<file path="src/hdl/spio_pkg.sv">
package spio_pkg;
	// port geometry
	localparam int SPIO_WIDTH = 16;
	localparam logic [15:0] SPIO_VALID_MASK = 16'hFFFF;
	// register map (word addresses)
	localparam logic [3:0] SPIO_ADDR_DIR = 4'h0;
	localparam logic [3:0] SPIO_ADDR_LEVEL = 4'h1;
	localparam logic [3:0] SPIO_ADDR_LATCH = 4'h2;
	localparam logic [3:0] SPIO_ADDR_REMAP = 4'h3;
	// reset values
	localparam logic [15:0] SPIO_DIR_RESET = 16'hFFFF;
	localparam logic [15:0] SPIO_LATCH_RESET = 16'h0000;
	localparam logic [15:0] SPIO_REMAP_RESET = 16'h0000;
	// remap selector fields
	localparam int SPIO_SEL_W = 5;
	localparam int SPIO_SEL_FIRST_LSB = 0;
	localparam int SPIO_SEL_SECOND_LSB = 8;
	localparam logic [15:0] SPIO_REMAP_MASK = 16'h1F1F;
	// remappable pins' positions in the port
	localparam int SPIO_FIRST_PIN = 8;
	localparam int SPIO_SECOND_PIN = 9;
	localparam int SPIO_NUM_FUNC = 32;
endpackage : spio_pkg

</file>
<file path="src/hdl/spio_port.sv">
`timescale 1ns/10ps
module spio_port
	import spio_pkg::*;
#(
	parameter bit HAS_REMAP = 1'b1
) (
	// clock and reset
	input wire logic clk_in,
	input wire logic rst_b_in,
	// register port
	input wire logic [3:0] addr_in,
	input wire logic [15:0] wdata_in,
	input wire logic wr_in,
	input wire logic rd_in,
	output logic [15:0] rdata_out,
	// peripheral side, per pin
	input wire logic [15:0] periph_en_in,
	input wire logic [15:0] periph_oe_in,
	input wire logic [15:0] periph_do_in,
	output logic [15:0] periph_di_out,
	// remappable function outputs, one bit per function number
	input wire logic [SPIO_NUM_FUNC-1:0] func_do_in,
	input wire logic [SPIO_NUM_FUNC-1:0] func_oe_in,
	// pads
	input wire logic [15:0] pad_in,
	output logic [15:0] pad_out,
	output logic [15:0] pad_oe_out
);

	////////////////////////////////////////////////////////////////////////////
	logic [15:0] pin_direction_reg;
	logic [15:0] pin_direction_next;
	logic [15:0] output_latch_reg;
	logic [15:0] output_latch_next;
	logic [15:0] remap_output_select_pair;
	logic [15:0] remap_next;
	logic [15:0] sync1_reg;
	logic [15:0] pin_level_reg;
	logic [15:0] rdata_reg;
	logic [15:0] rdata_next;

	wire logic hit_dir = addr_in == SPIO_ADDR_DIR;
	wire logic hit_level = addr_in == SPIO_ADDR_LEVEL;
	wire logic hit_latch = addr_in == SPIO_ADDR_LATCH;
	wire logic hit_remap = HAS_REMAP && addr_in == SPIO_ADDR_REMAP;

	////////////////////////////////////////////////////////////////////////////
	// remap selectors choose a function's data and enable
	wire logic [SPIO_SEL_W-1:0] remap_sel_first_pin =
		remap_output_select_pair[SPIO_SEL_FIRST_LSB +: SPIO_SEL_W];
	wire logic [SPIO_SEL_W-1:0] remap_sel_second_pin =
		remap_output_select_pair[SPIO_SEL_SECOND_LSB +: SPIO_SEL_W];
	// function zero is "none": selector cleared leaves the pin to the port
	wire logic first_oe = HAS_REMAP && remap_sel_first_pin != 5'h0_0 &&
		func_oe_in[remap_sel_first_pin];
	wire logic second_oe = HAS_REMAP && remap_sel_second_pin != 5'h0_0 &&
		func_oe_in[remap_sel_second_pin];
	wire logic first_do = func_do_in[remap_sel_first_pin];
	wire logic second_do = func_do_in[remap_sel_second_pin];

	logic [15:0] eff_oe;
	logic [15:0] eff_do;
	always_comb begin
		eff_oe = periph_en_in & periph_oe_in;
		eff_do = periph_do_in;
		eff_oe[SPIO_FIRST_PIN] = eff_oe[SPIO_FIRST_PIN] | first_oe;
		eff_do[SPIO_FIRST_PIN] = first_oe ? first_do : periph_do_in[SPIO_FIRST_PIN];
		eff_oe[SPIO_SECOND_PIN] = eff_oe[SPIO_SECOND_PIN] | second_oe;
		eff_do[SPIO_SECOND_PIN] = second_oe ? second_do : periph_do_in[SPIO_SECOND_PIN];
	end

	////////////////////////////////////////////////////////////////////////////
	// peripheral owns when driving
	// port driver off while peripheral drives
	// input-only peripherals never assert oe, so the port keeps the pin
	wire logic [15:0] port_oe = ~pin_direction_reg & SPIO_VALID_MASK;
	assign pad_oe_out = (eff_oe | port_oe) & SPIO_VALID_MASK;
	// per-bit select: a whole-word condition would hand every pin to one peripheral
	wire logic [15:0] port_do = output_latch_reg & ~eff_oe;
	assign pad_out = ((eff_oe & eff_do) | port_do) & SPIO_VALID_MASK;

	// no loop-through
	// peripheral sees the pad only while the port is not the driver
	assign periph_di_out = pad_in & ~(port_oe & ~eff_oe);

	////////////////////////////////////////////////////////////////////////////
	// register writes
	// latch write
	assign output_latch_next = (wr_in && (hit_latch || hit_level)) ?
		(wdata_in & SPIO_VALID_MASK) : output_latch_reg;
	assign pin_direction_next = (wr_in && hit_dir) ?
		(wdata_in & SPIO_VALID_MASK) : pin_direction_reg;
	assign remap_next = (wr_in && hit_remap) ?
		(wdata_in & SPIO_REMAP_MASK) : remap_output_select_pair;

	// read mux; unmapped and absent addresses read zero
	// absent remap reads zero
	assign rdata_next = !rd_in ? 16'h0000 :
		hit_dir ? (pin_direction_reg & SPIO_VALID_MASK) :
		hit_level ? (pin_level_reg & SPIO_VALID_MASK) :
		hit_latch ? output_latch_reg :
		hit_remap ? remap_output_select_pair : 16'h0000;
	assign rdata_out = rdata_reg;

	////////////////////////////////////////////////////////////////////////////
	// reset to inputs
	always_ff @(posedge clk_in) begin
		if (!rst_b_in) begin
			pin_direction_reg <= SPIO_DIR_RESET;
			output_latch_reg <= SPIO_LATCH_RESET;
			remap_output_select_pair <= SPIO_REMAP_RESET;
			rdata_reg <= 16'h0000;
		end else begin
			pin_direction_reg <= pin_direction_next;
			output_latch_reg <= output_latch_next;
			remap_output_select_pair <= remap_next;
			rdata_reg <= rdata_next;
		end
	end

	always_ff @(posedge clk_in) begin
		if (!rst_b_in) begin
			sync1_reg <= 16'h0000;
			pin_level_reg <= 16'h0000;
		end else begin
			sync1_reg <= pad_in;
			pin_level_reg <= sync1_reg;
		end
	end

	////////////////////////////////////////////////////////////////////////////
	// assertions
	logic [15:0] pad_d1;
	logic [15:0] pad_d2;
	always_ff @(posedge clk_in) begin
		pad_d1 <= pad_in;
		pad_d2 <= pad_d1;
	end

	dir_reset_a: assert property (
		@(posedge clk_in) !rst_b_in |=> pin_direction_reg == SPIO_DIR_RESET && pad_oe_out ==
		(eff_oe & SPIO_VALID_MASK))
		else $error("direction not all inputs after reset");

	periph_owns_a: assert property (
		@(posedge clk_in) disable iff (!rst_b_in)
		(pad_oe_out & eff_oe) == (eff_oe & SPIO_VALID_MASK) &&
		((pad_out ^ eff_do) & eff_oe & SPIO_VALID_MASK) == 16'h0000)
		else $error("peripheral lost pin ownership");

	port_drive_a: assert property (
		@(posedge clk_in) disable iff (!rst_b_in)
		((pad_out ^ output_latch_reg) & ~eff_oe & ~pin_direction_reg & SPIO_VALID_MASK)
		== 16'h0000)
		else $error("output pin does not follow latch");

	idle_periph_a: assert property (
		@(posedge clk_in) disable iff (!rst_b_in)
		(pad_oe_out & ~eff_oe) == (~pin_direction_reg & ~eff_oe & SPIO_VALID_MASK))
		else $error("port cannot drive idle shared pin");

	no_loop_a: assert property (
		@(posedge clk_in) disable iff (!rst_b_in)
		(periph_di_out & ~pin_direction_reg & ~eff_oe) == 16'h0000)
		else $error("port output looped into peripheral");

	latch_rw_a: assert property (
		@(posedge clk_in) disable iff (!rst_b_in)
		wr_in && hit_latch ##1 rd_in && hit_latch && !wr_in |=>
		rdata_out == $past(output_latch_reg))
		else $error("latch readback mismatch");

	level_write_a: assert property (
		@(posedge clk_in) disable iff (!rst_b_in)
		wr_in && hit_level |=> output_latch_reg == $past(wdata_in & SPIO_VALID_MASK))
		else $error("level write missed latch");

	level_sync_a: assert property (
		@(posedge clk_in) disable iff (!rst_b_in)
		rd_in && hit_level && $past(rst_b_in, 3) |=> rdata_out == $past(pad_d2))
		else $error("pin level read not two stages late");

	remap_zero_a: assert property (
		@(posedge clk_in) disable iff (!rst_b_in)
		rd_in && addr_in == SPIO_ADDR_REMAP |=> (rdata_out & ~SPIO_REMAP_MASK) == 16'h0000)
		else $error("remap unused bits not zero");

	remap_sel_a: assert property (
		@(posedge clk_in) disable iff (!rst_b_in)
		wr_in && hit_remap |=> remap_sel_second_pin == $past(wdata_in[12:8]) &&
		remap_sel_first_pin == $past(wdata_in[4:0]))
		else $error("remap selector fields misplaced");

	////////////////////////////////////////////////////////////////////////////
	// register bus: writes land once, reads answer one cycle
	rdata_idle_a: assert property (
		@(posedge clk_in) disable iff (!rst_b_in)
		!rd_in |=>
		rdata_out == 16'h0000)
		else $error("read data not cleared after read cycle");

	dir_write_a: assert property (
		@(posedge clk_in) disable iff (!rst_b_in)
		wr_in && hit_dir |=>
		pin_direction_reg == $past(wdata_in & SPIO_VALID_MASK))
		else $error("direction write lost");

	dir_hold_a: assert property (
		@(posedge clk_in) disable iff (!rst_b_in)
		!(wr_in && hit_dir) |=>
		$stable(pin_direction_reg))
		else $error("direction changed without write");

	latch_hold_a: assert property (
		@(posedge clk_in) disable iff (!rst_b_in)
		!(wr_in && (hit_latch || hit_level)) |=>
		$stable(output_latch_reg))
		else $error("latch changed without write");

	remap_hold_a: assert property (
		@(posedge clk_in) disable iff (!rst_b_in)
		!(wr_in && hit_remap) |=>
		$stable(remap_output_select_pair))
		else $error("remap changed without write");

	dir_read_a: assert property (
		@(posedge clk_in) disable iff (!rst_b_in)
		rd_in && hit_dir |=>
		rdata_out == $past(pin_direction_reg))
		else $error("direction readback mismatch");

	latch_read_a: assert property (
		@(posedge clk_in) disable iff (!rst_b_in)
		rd_in && hit_latch |=>
		rdata_out == $past(output_latch_reg))
		else $error("latch read does not return latch");

	remap_read_a: assert property (
		@(posedge clk_in) disable iff (!rst_b_in)
		rd_in && hit_remap |=>
		rdata_out == $past(remap_output_select_pair))
		else $error("remap readback mismatch");

	////////////////////////////////////////////////////////////////////////////
	// small package: remap register absent, its address reads zero
	remap_absent_a: assert property (
		@(posedge clk_in) disable iff (!rst_b_in)
		rd_in && !HAS_REMAP && addr_in == SPIO_ADDR_REMAP |=>
		rdata_out == 16'h0000)
		else $error("absent remap register read nonzero");

	remap_empty_a: assert property (
		@(posedge clk_in) disable iff (!rst_b_in)
		!HAS_REMAP |->
		remap_output_select_pair == 16'h0000)
		else $error("absent remap register holds a value");

	unmapped_read_a: assert property (
		@(posedge clk_in) disable iff (!rst_b_in)
		rd_in && addr_in > SPIO_ADDR_REMAP |=>
		rdata_out == 16'h0000)
		else $error("unmapped address read nonzero");

	////////////////////////////////////////////////////////////////////////////
	// pin ownership and direction
	input_pin_a: assert property (
		@(posedge clk_in) disable iff (!rst_b_in)
		(pad_oe_out & pin_direction_reg & ~eff_oe) ==
		16'h0000)
		else $error("input pin driven by port");

	invalid_drive_a: assert property (
		@(posedge clk_in) disable iff (!rst_b_in)
		(pad_oe_out & ~SPIO_VALID_MASK) == 16'h0000 &&
		(pad_out & ~SPIO_VALID_MASK) == 16'h0000)
		else $error("invalid bit driven");

	periph_view_a: assert property (
		@(posedge clk_in) disable iff (!rst_b_in)
		((periph_di_out ^ pad_in) & ~(port_oe & ~eff_oe)) ==
		16'h0000)
		else $error("peripheral input lost pad level");

	input_only_a: assert property (
		@(posedge clk_in) disable iff (!rst_b_in)
		((pad_out ^ output_latch_reg) & periph_en_in & ~eff_oe & port_oe) ==
		16'h0000)
		else $error("non-driving peripheral blocked port");

	// reading the pin must work even while a peripheral owns it
	level_owned_a: assert property (
		@(posedge clk_in) disable iff (!rst_b_in)
		rd_in && hit_level && eff_oe != 16'h0000 && $past(rst_b_in, 3) |=>
		rdata_out == $past(pad_d2))
		else $error("owned pin not readable");

	////////////////////////////////////////////////////////////////////////////
	// remapped function outputs reach their pins
	remap_first_a: assert property (
		@(posedge clk_in) disable iff (!rst_b_in)
		HAS_REMAP && remap_sel_first_pin != 5'h00 && func_oe_in[remap_sel_first_pin] |->
		pad_oe_out[SPIO_FIRST_PIN] && pad_out[SPIO_FIRST_PIN] == first_do)
		else $error("first remap pin not driven by function");

	remap_second_a: assert property (
		@(posedge clk_in) disable iff (!rst_b_in)
		HAS_REMAP && remap_sel_second_pin != 5'h00 && func_oe_in[remap_sel_second_pin] |->
		pad_oe_out[SPIO_SECOND_PIN] && pad_out[SPIO_SECOND_PIN] == second_do)
		else $error("second remap pin not driven by function");

	////////////////////////////////////////////////////////////////////////////
	// synchroniser stages; each guarded until its own stage left reset
	sync_first_a: assert property (
		@(posedge clk_in) disable iff (!rst_b_in)
		$past(rst_b_in) |->
		sync1_reg == $past(pad_in))
		else $error("first sync stage wrong");

	sync_second_a: assert property (
		@(posedge clk_in) disable iff (!rst_b_in)
		$past(rst_b_in, 2) |->
		pin_level_reg == $past(sync1_reg))
		else $error("second sync stage wrong");

endmodule : spio_port

</file>
<file path="config.mk">
export PLATFORM = sky130hd
export DESIGN_NAME = spio_port
export DESIGN_NICKNAME = d
export VERILOG_FILES = /design/src/hdl/spio_pkg.sv /design/src/hdl/spio_port.sv
export SDC_FILE = /design/constraint.sdc
export NUM_CORES = 1
export LEC_CHECK = 0
export BUFFER_PORTS_ARGS = -buffer_cell sky130_fd_sc_hd__buf_2
export CORE_ASPECT_RATIO = 1.1
export CORE_MARGIN = 3
export CORE_UTILIZATION = 50
export CTS_BUF_LIST = sky130_fd_sc_hd__clkbuf_2 sky130_fd_sc_hd__clkbuf_4 sky130_fd_sc_hd__clkbuf_8
export DETAILED_ROUTE_END_ITERATION = 10
export PLACE_DENSITY = 0.84
export REMOVE_ABC_BUFFERS = 1
export SKIP_CTS_REPAIR_TIMING = 1
export SLEW_MARGIN = 20
export SYNTH_ARGS = -nofsm -noshare
export SYNTH_HDL_FRONTEND = slang
export SYNTH_SLANG_ARGS = --single-unit
</file>
<file path="constraint.sdc">
create_clock -name clk_in -period 3.6 [get_ports clk_in]
set_clock_uncertainty 0.1 [all_clocks]
set_input_delay 0.36 -clock clk_in [delete_from_list [all_inputs] [get_ports clk_in]]
set_output_delay 0.36 -clock clk_in [all_outputs]
set_load 0.05 [all_outputs]
</file>
==> Word level (Yosys, flattened, before mapping) <==
Index checks and enable logic that the tools add are counted.
{ "word_totals": {"output_inout_bits": 64, "wordCells": 47, "regBits": 90, "input_bits": 152} }
{ "op_classes": {"bitwise": 12, "n_eq_ne": 3, "n_lt_le_gt_ge": 2, "n_mux": 14, "reduce_logical": 10} }
{ "ops": {"columns": ["cell", "count"], "rows": [
  ["AND 16 bit", 5],
  ["2-to-1 mux 16 bit", 3],
  ["NOT 16 bit", 3],
  ["OR 16 bit", 2],
  ["binary-select mux 1 bit (select 5 bit)", 4],
  ["2-to-1 mux 13 bit", 1],
  ["< comparator 5 x 6 -> 1 bit, second input constant", 2],
  ["nonzero test 5 bit", 2],
  ["equality test 4 x 2 -> 1 bit, second input constant", 2],
  ["2-to-1 mux 1 bit", 6],
  ["logical AND 1 bit", 5],
  ["equality test 4 x 1 -> 1 bit, second input constant", 1],
  ["zero test 4 bit", 1],
  ["OR 1 bit", 2],
  ["AND reduction 2 bit", 1],
  ["logical OR 1 bit", 1]
]} }

==> Longest topological paths before layout <==
{ "logic_depth": {"ltp_word": 8, "mapped_depth": 7, "mapped_depth_nobuf": 5} }

==> Worst setup path after synthesis <==
Ideal clock, no wire load.
{ "synth_timing": {"kind": "flip-flop to output port", "startpoint": "register remap_output_select_pair[0]", "endpoint": "output port pad_out[8]", "arrival_ns": 2.383, "t_required_ns": 3.140, "path_stages_with_launch": 7, "slack_ns": 0.757, "path_buffers": 1, "cell_sequence": "dfxtp_1 -> buf_2 -> mux4_2 -> o211ai_1 -> a21oi_1 -> nor3_2 -> mux2i_1"} }
{ "synth_between": {"elab_chain_cells": 7, "word_cells_on_any_way": 12, "classes_between": "mux: 5; bitwise: 5; reduce/logical: 2"} }
{ "synth_lines": {"columns": ["item", "line_no", "text"], "rows": [
  ["start: declaration", "spio_port.sv:35", "logic [15:0] remap_output_select_pair;"],
  ["start signal: assignment", "spio_port.sv:116", "remap_output_select_pair <= remap_next;"],
  ["binary-select mux 1 bit (select 5 bit)", "spio_port.sv:55", "func_oe_in[remap_sel_first_pin];"],
  ["2-to-1 mux 1 bit (not written as such)", "spio_port.sv:55", null],
  ["logical AND 1 bit", "spio_port.sv:54", "wire logic first_oe = HAS_REMAP && remap_sel_first_pin != 5'h0_0 &&"],
  ["OR 1 bit", "spio_port.sv:66", "eff_oe[SPIO_FIRST_PIN] = eff_oe[SPIO_FIRST_PIN] | first_oe;"],
  ["NOT 16 bit", "spio_port.sv:79", "wire logic [15:0] port_do = output_latch_reg & ~eff_oe;"],
  ["AND 16 bit", "spio_port.sv:79", null],
  ["OR 16 bit *", "spio_port.sv:80", "assign pad_out = ((eff_oe & eff_do) | port_do) & SPIO_VALID_MASK;"],
  ["end: declaration", "spio_port.sv:26", "output logic [15:0] pad_out,"]
]} }
Mark *: on every way between the ends. The rest lies on a longest branch, timed or not. The select of a mux whose other input is x is not followed.

==> Worst setup path after layout <==
{ "layout_timing": {"startpoint": "register remap_output_select_pair[8]", "endpoint": "output port pad_out[9]"} }
{ "layout_between": {"elab_chain_cells": 7, "word_cells_on_any_way": 12, "classes_between": "mux: 5; bitwise: 5; reduce/logical: 2"} }
{ "layout_lines": {"columns": ["item", "line_no", "text"], "rows": [
  ["binary-select mux 1 bit (select 5 bit)", "spio_port.sv:57", "func_oe_in[remap_sel_second_pin];"],
  ["2-to-1 mux 1 bit (not written as such)", "spio_port.sv:57", null],
  ["logical AND 1 bit", "spio_port.sv:56", "wire logic second_oe = HAS_REMAP && remap_sel_second_pin != 5'h0_0 &&"],
  ["OR 1 bit", "spio_port.sv:68", "eff_oe[SPIO_SECOND_PIN] = eff_oe[SPIO_SECOND_PIN] | second_oe;"],
  ["NOT 16 bit", "spio_port.sv:79", null],
  ["AND 16 bit", "spio_port.sv:79", null],
  ["OR 16 bit *", "spio_port.sv:80", null]
]} }
Marks and branches as above.

==> flow_metrics.tcl <==
set metrics [dict create \
    syn_to_final_growth_pct 27.0 \
    die_w_um 99.6 \
    criticalPathCategory "reg -> out" \
    worst_setup_hold_path_clk_slew_ns 0.09 \
    synth_edf_count 0 \
    start_util_pct 52.7 \
    dp_hpwl_um 10800 \
    fin_setup_tns_ns 0 \
    maxCapViolations 0 \
    dieArea_sq_um 10900 \
    detail-route-antenna-nets 0 \
    antenna_found_initial 0 \
    drt-vias-per-instance 5.60 \
    netlist.area_leader.share_pct 37.4 \
    cts_sinks 90 \
    netlist_instances 528 \
    grt_use_total_pct 26.3 \
    p_int_mw 1.55 \
    cts_tree "built" \
    async_flop_share_pct 0 \
    antenna-diode-count 0 \
    crit_path_start_kind "flip-flop" \
    arrival_ns 2.87 \
    status "complete, no violations" \
    dr.pass1.iters 5 \
    yosys-top-cells-count "137 x nand2_1, 90 x dfxtp_1, 33 x and2_1, 27 x a21oi_1, 27 x nand3_1" \
    cts_max_level 3 \
    ios 216 \
    timing.final.crit_share_pct 92.5 \
    ys_top_cells_by_area "dfxtp_1 37%, mux4_2 12%, nand2_1 11%" \
    vdd_drop_max_mv 0.204 \
    route.detailed.drc 0 \
    routed-via-count 4718 \
    nets 876 \
    cts_root_buf "clkbuf_8" \
    period_needed_ns 3.33 \
    cts_inserted_buffers 9 \
    crit_fanout 9 \
    pwr-share-comb_pct 20.1 \
    p_clk_share_pct 32.3 \
    hold_class "in -> reg" \
    clock_path_buffers 2 \
    ys_seq_area_share_pct 37.4 \
    die_height_um 109 \
    fmax_ghz 0.300 \
    post-route-util_pct 67.0 \
    switching_power_mw 0.647 \
    total_power_mw 2.19 \
    fin_area_sq_um 6120 \
    end_kind "primary output" \
    synth_top_area_cell "dfxtp_1" \
    cp.required_ns 3.14 \
    ys_warn_count 0 \
    grt_start_max_net_pins 76 \
    cellPowerDensity_nw_per_um2 358 \
    fillers 762 \
    rsz0062_at_grt "no" \
    wl_um 14500 \
    grt_pass1_vias 4815 \
    swShare_pct 29.5 \
    hold_violations 0 \
    gp_congestion 0.827 \
    ys_ff_latch 90 \
    globalRouteOverflowTotal 0 \
    syn_area_per_cell_sq_um 9.13 \
    max-slew-margin-rel_pct 42.9 \
    pwr-share-seq_pct 47.6 \
    clk_latency_ns 0.35 \
    syn_area_sq_um 4820 \
    drive_gt1_share_pct 39.5 \
    finalMaxSlewViolations 0 \
    ys_types 41 \
    portBuffers 214 \
    hold-worst-slack_ns 0.109 \
    p_leak_nw 2.83 \
    grt_pass1_wl_um 22700 \
    ys.flop_type "dfxtp_1" \
    placed_cell_area_sq_um 5920 \
    core_sq_um 9140 \
    rows 36 \
    wl_per_cell_um 17.2 \
    first_iter_violations 288 \
    worst_pin_slew_ns 0.857 \
    yosysMostFrequentCell "nand2_1" \
    finalSetupViolations 0 \
]
## area by class of cell
class                   count  area [sq um]  share of cell area, %
clock inverters             5          61.3                   1.00
inverters                   2          7.51                  0.123
flip-flops and latches     90          1800                   29.4
repair buffers            222          1130                   18.5
clock buffers              11           145                   2.37
multi-input cells         399          2830                   46.3
well taps                 114           143                   2.33
## cell usage in the layout, fill, tap and decap left out, drive strengths merged, types with 2 or more instances in the layout
cell,count
nor3,3
mux4,30
nand4b,3
nor3b,2
mux2,14
nand2,137
o211ai,2
nand3b,2
buf,222
clkbuf,11
nand3,27
dfxtp,90
and2,33
a222oi,6
o21ai,15
mux2i,10
a221oi,2
nor2,9
nor2b,19
nand2b,11
a21oi,28
clkinv,2
a22oi,2
nor4,2
a21boi,28
inv,4
a22o,10
## final timing paths
| path | from | end | slack [ns] | cells after the start |
|---|---|---|---|---|
| hold reg to reg | sync1_reg[0]$_SDFF_PN0_ | pin_level_reg[0]$_SDFF_PN0_ | 0.34 | 1 |
| setup reg to reg | remap_output_select_pair[0]$_SDFFE_PN0P_ | rdata_out[0]$_SDFF_PN0_ | 1.98 | 5 |
| hold / removal | pad_in[15] | sync1_reg[15]$_SDFF_PN0_ | 0.11 | 2 |
| setup / recovery | remap_output_select_pair[8]$_SDFFE_PN0P_ | pad_out[9] | 0.27 | 7 |
## worst max-delay path, stage by stage, from the launching register on
cell,delay [ns]
dfxtp_1,0.61
buf_4,0.31
mux4_2,0.53
nand3_1,0.10
o21ai_0,0.13
nor4_4,0.24
mux2i_1,0.30
buf_2,0.31
## power groups by stage
stage	sequential (mW)	clock, mW	combinational (mW)
after floorplan	1.07	0	0.248
after global placement	1.06	0	0.428
after detailed placement	1.07	0	0.438
after CTS	1.04	0.721	0.440
after global routing	1.05	0.761	0.473
final	1.04	0.709	0.440
## per-layer routing
| layer | vias up | global-route usage, % | share of wire (%) |
|---|---|---|---|
| met5 | - | 0 | 0 |
| li1 | 2259 | - | - |
| met4 | 0 | 8.98 | 2.0 |
| met1 | 2203 | 30.1 | 37 |
| met3 | 28 | 5.05 | 7.4 |
| met2 | 228 | 49.0 | 54 |
## cells by family (layout without fill, tap and decap cells)
group           after synthesis  after routing  synth area share [%]
buf+inv                      39            240                  3.84
mux                          54             54                  19.7
simple gates                251            251                  25.8
compound gates               94             94                  13.3
flops                        90             90                  37.4
## through the flow
stage                     cells  setup WS [ns]
final                       843          0.270
after global routing        843          0.105
after CTS                   843          0.292
after detailed placement    827          0.678
after global placement      827          0.717
after floorplan             491          0.298
Note: power is estimated with default switching activity, not from simulation.
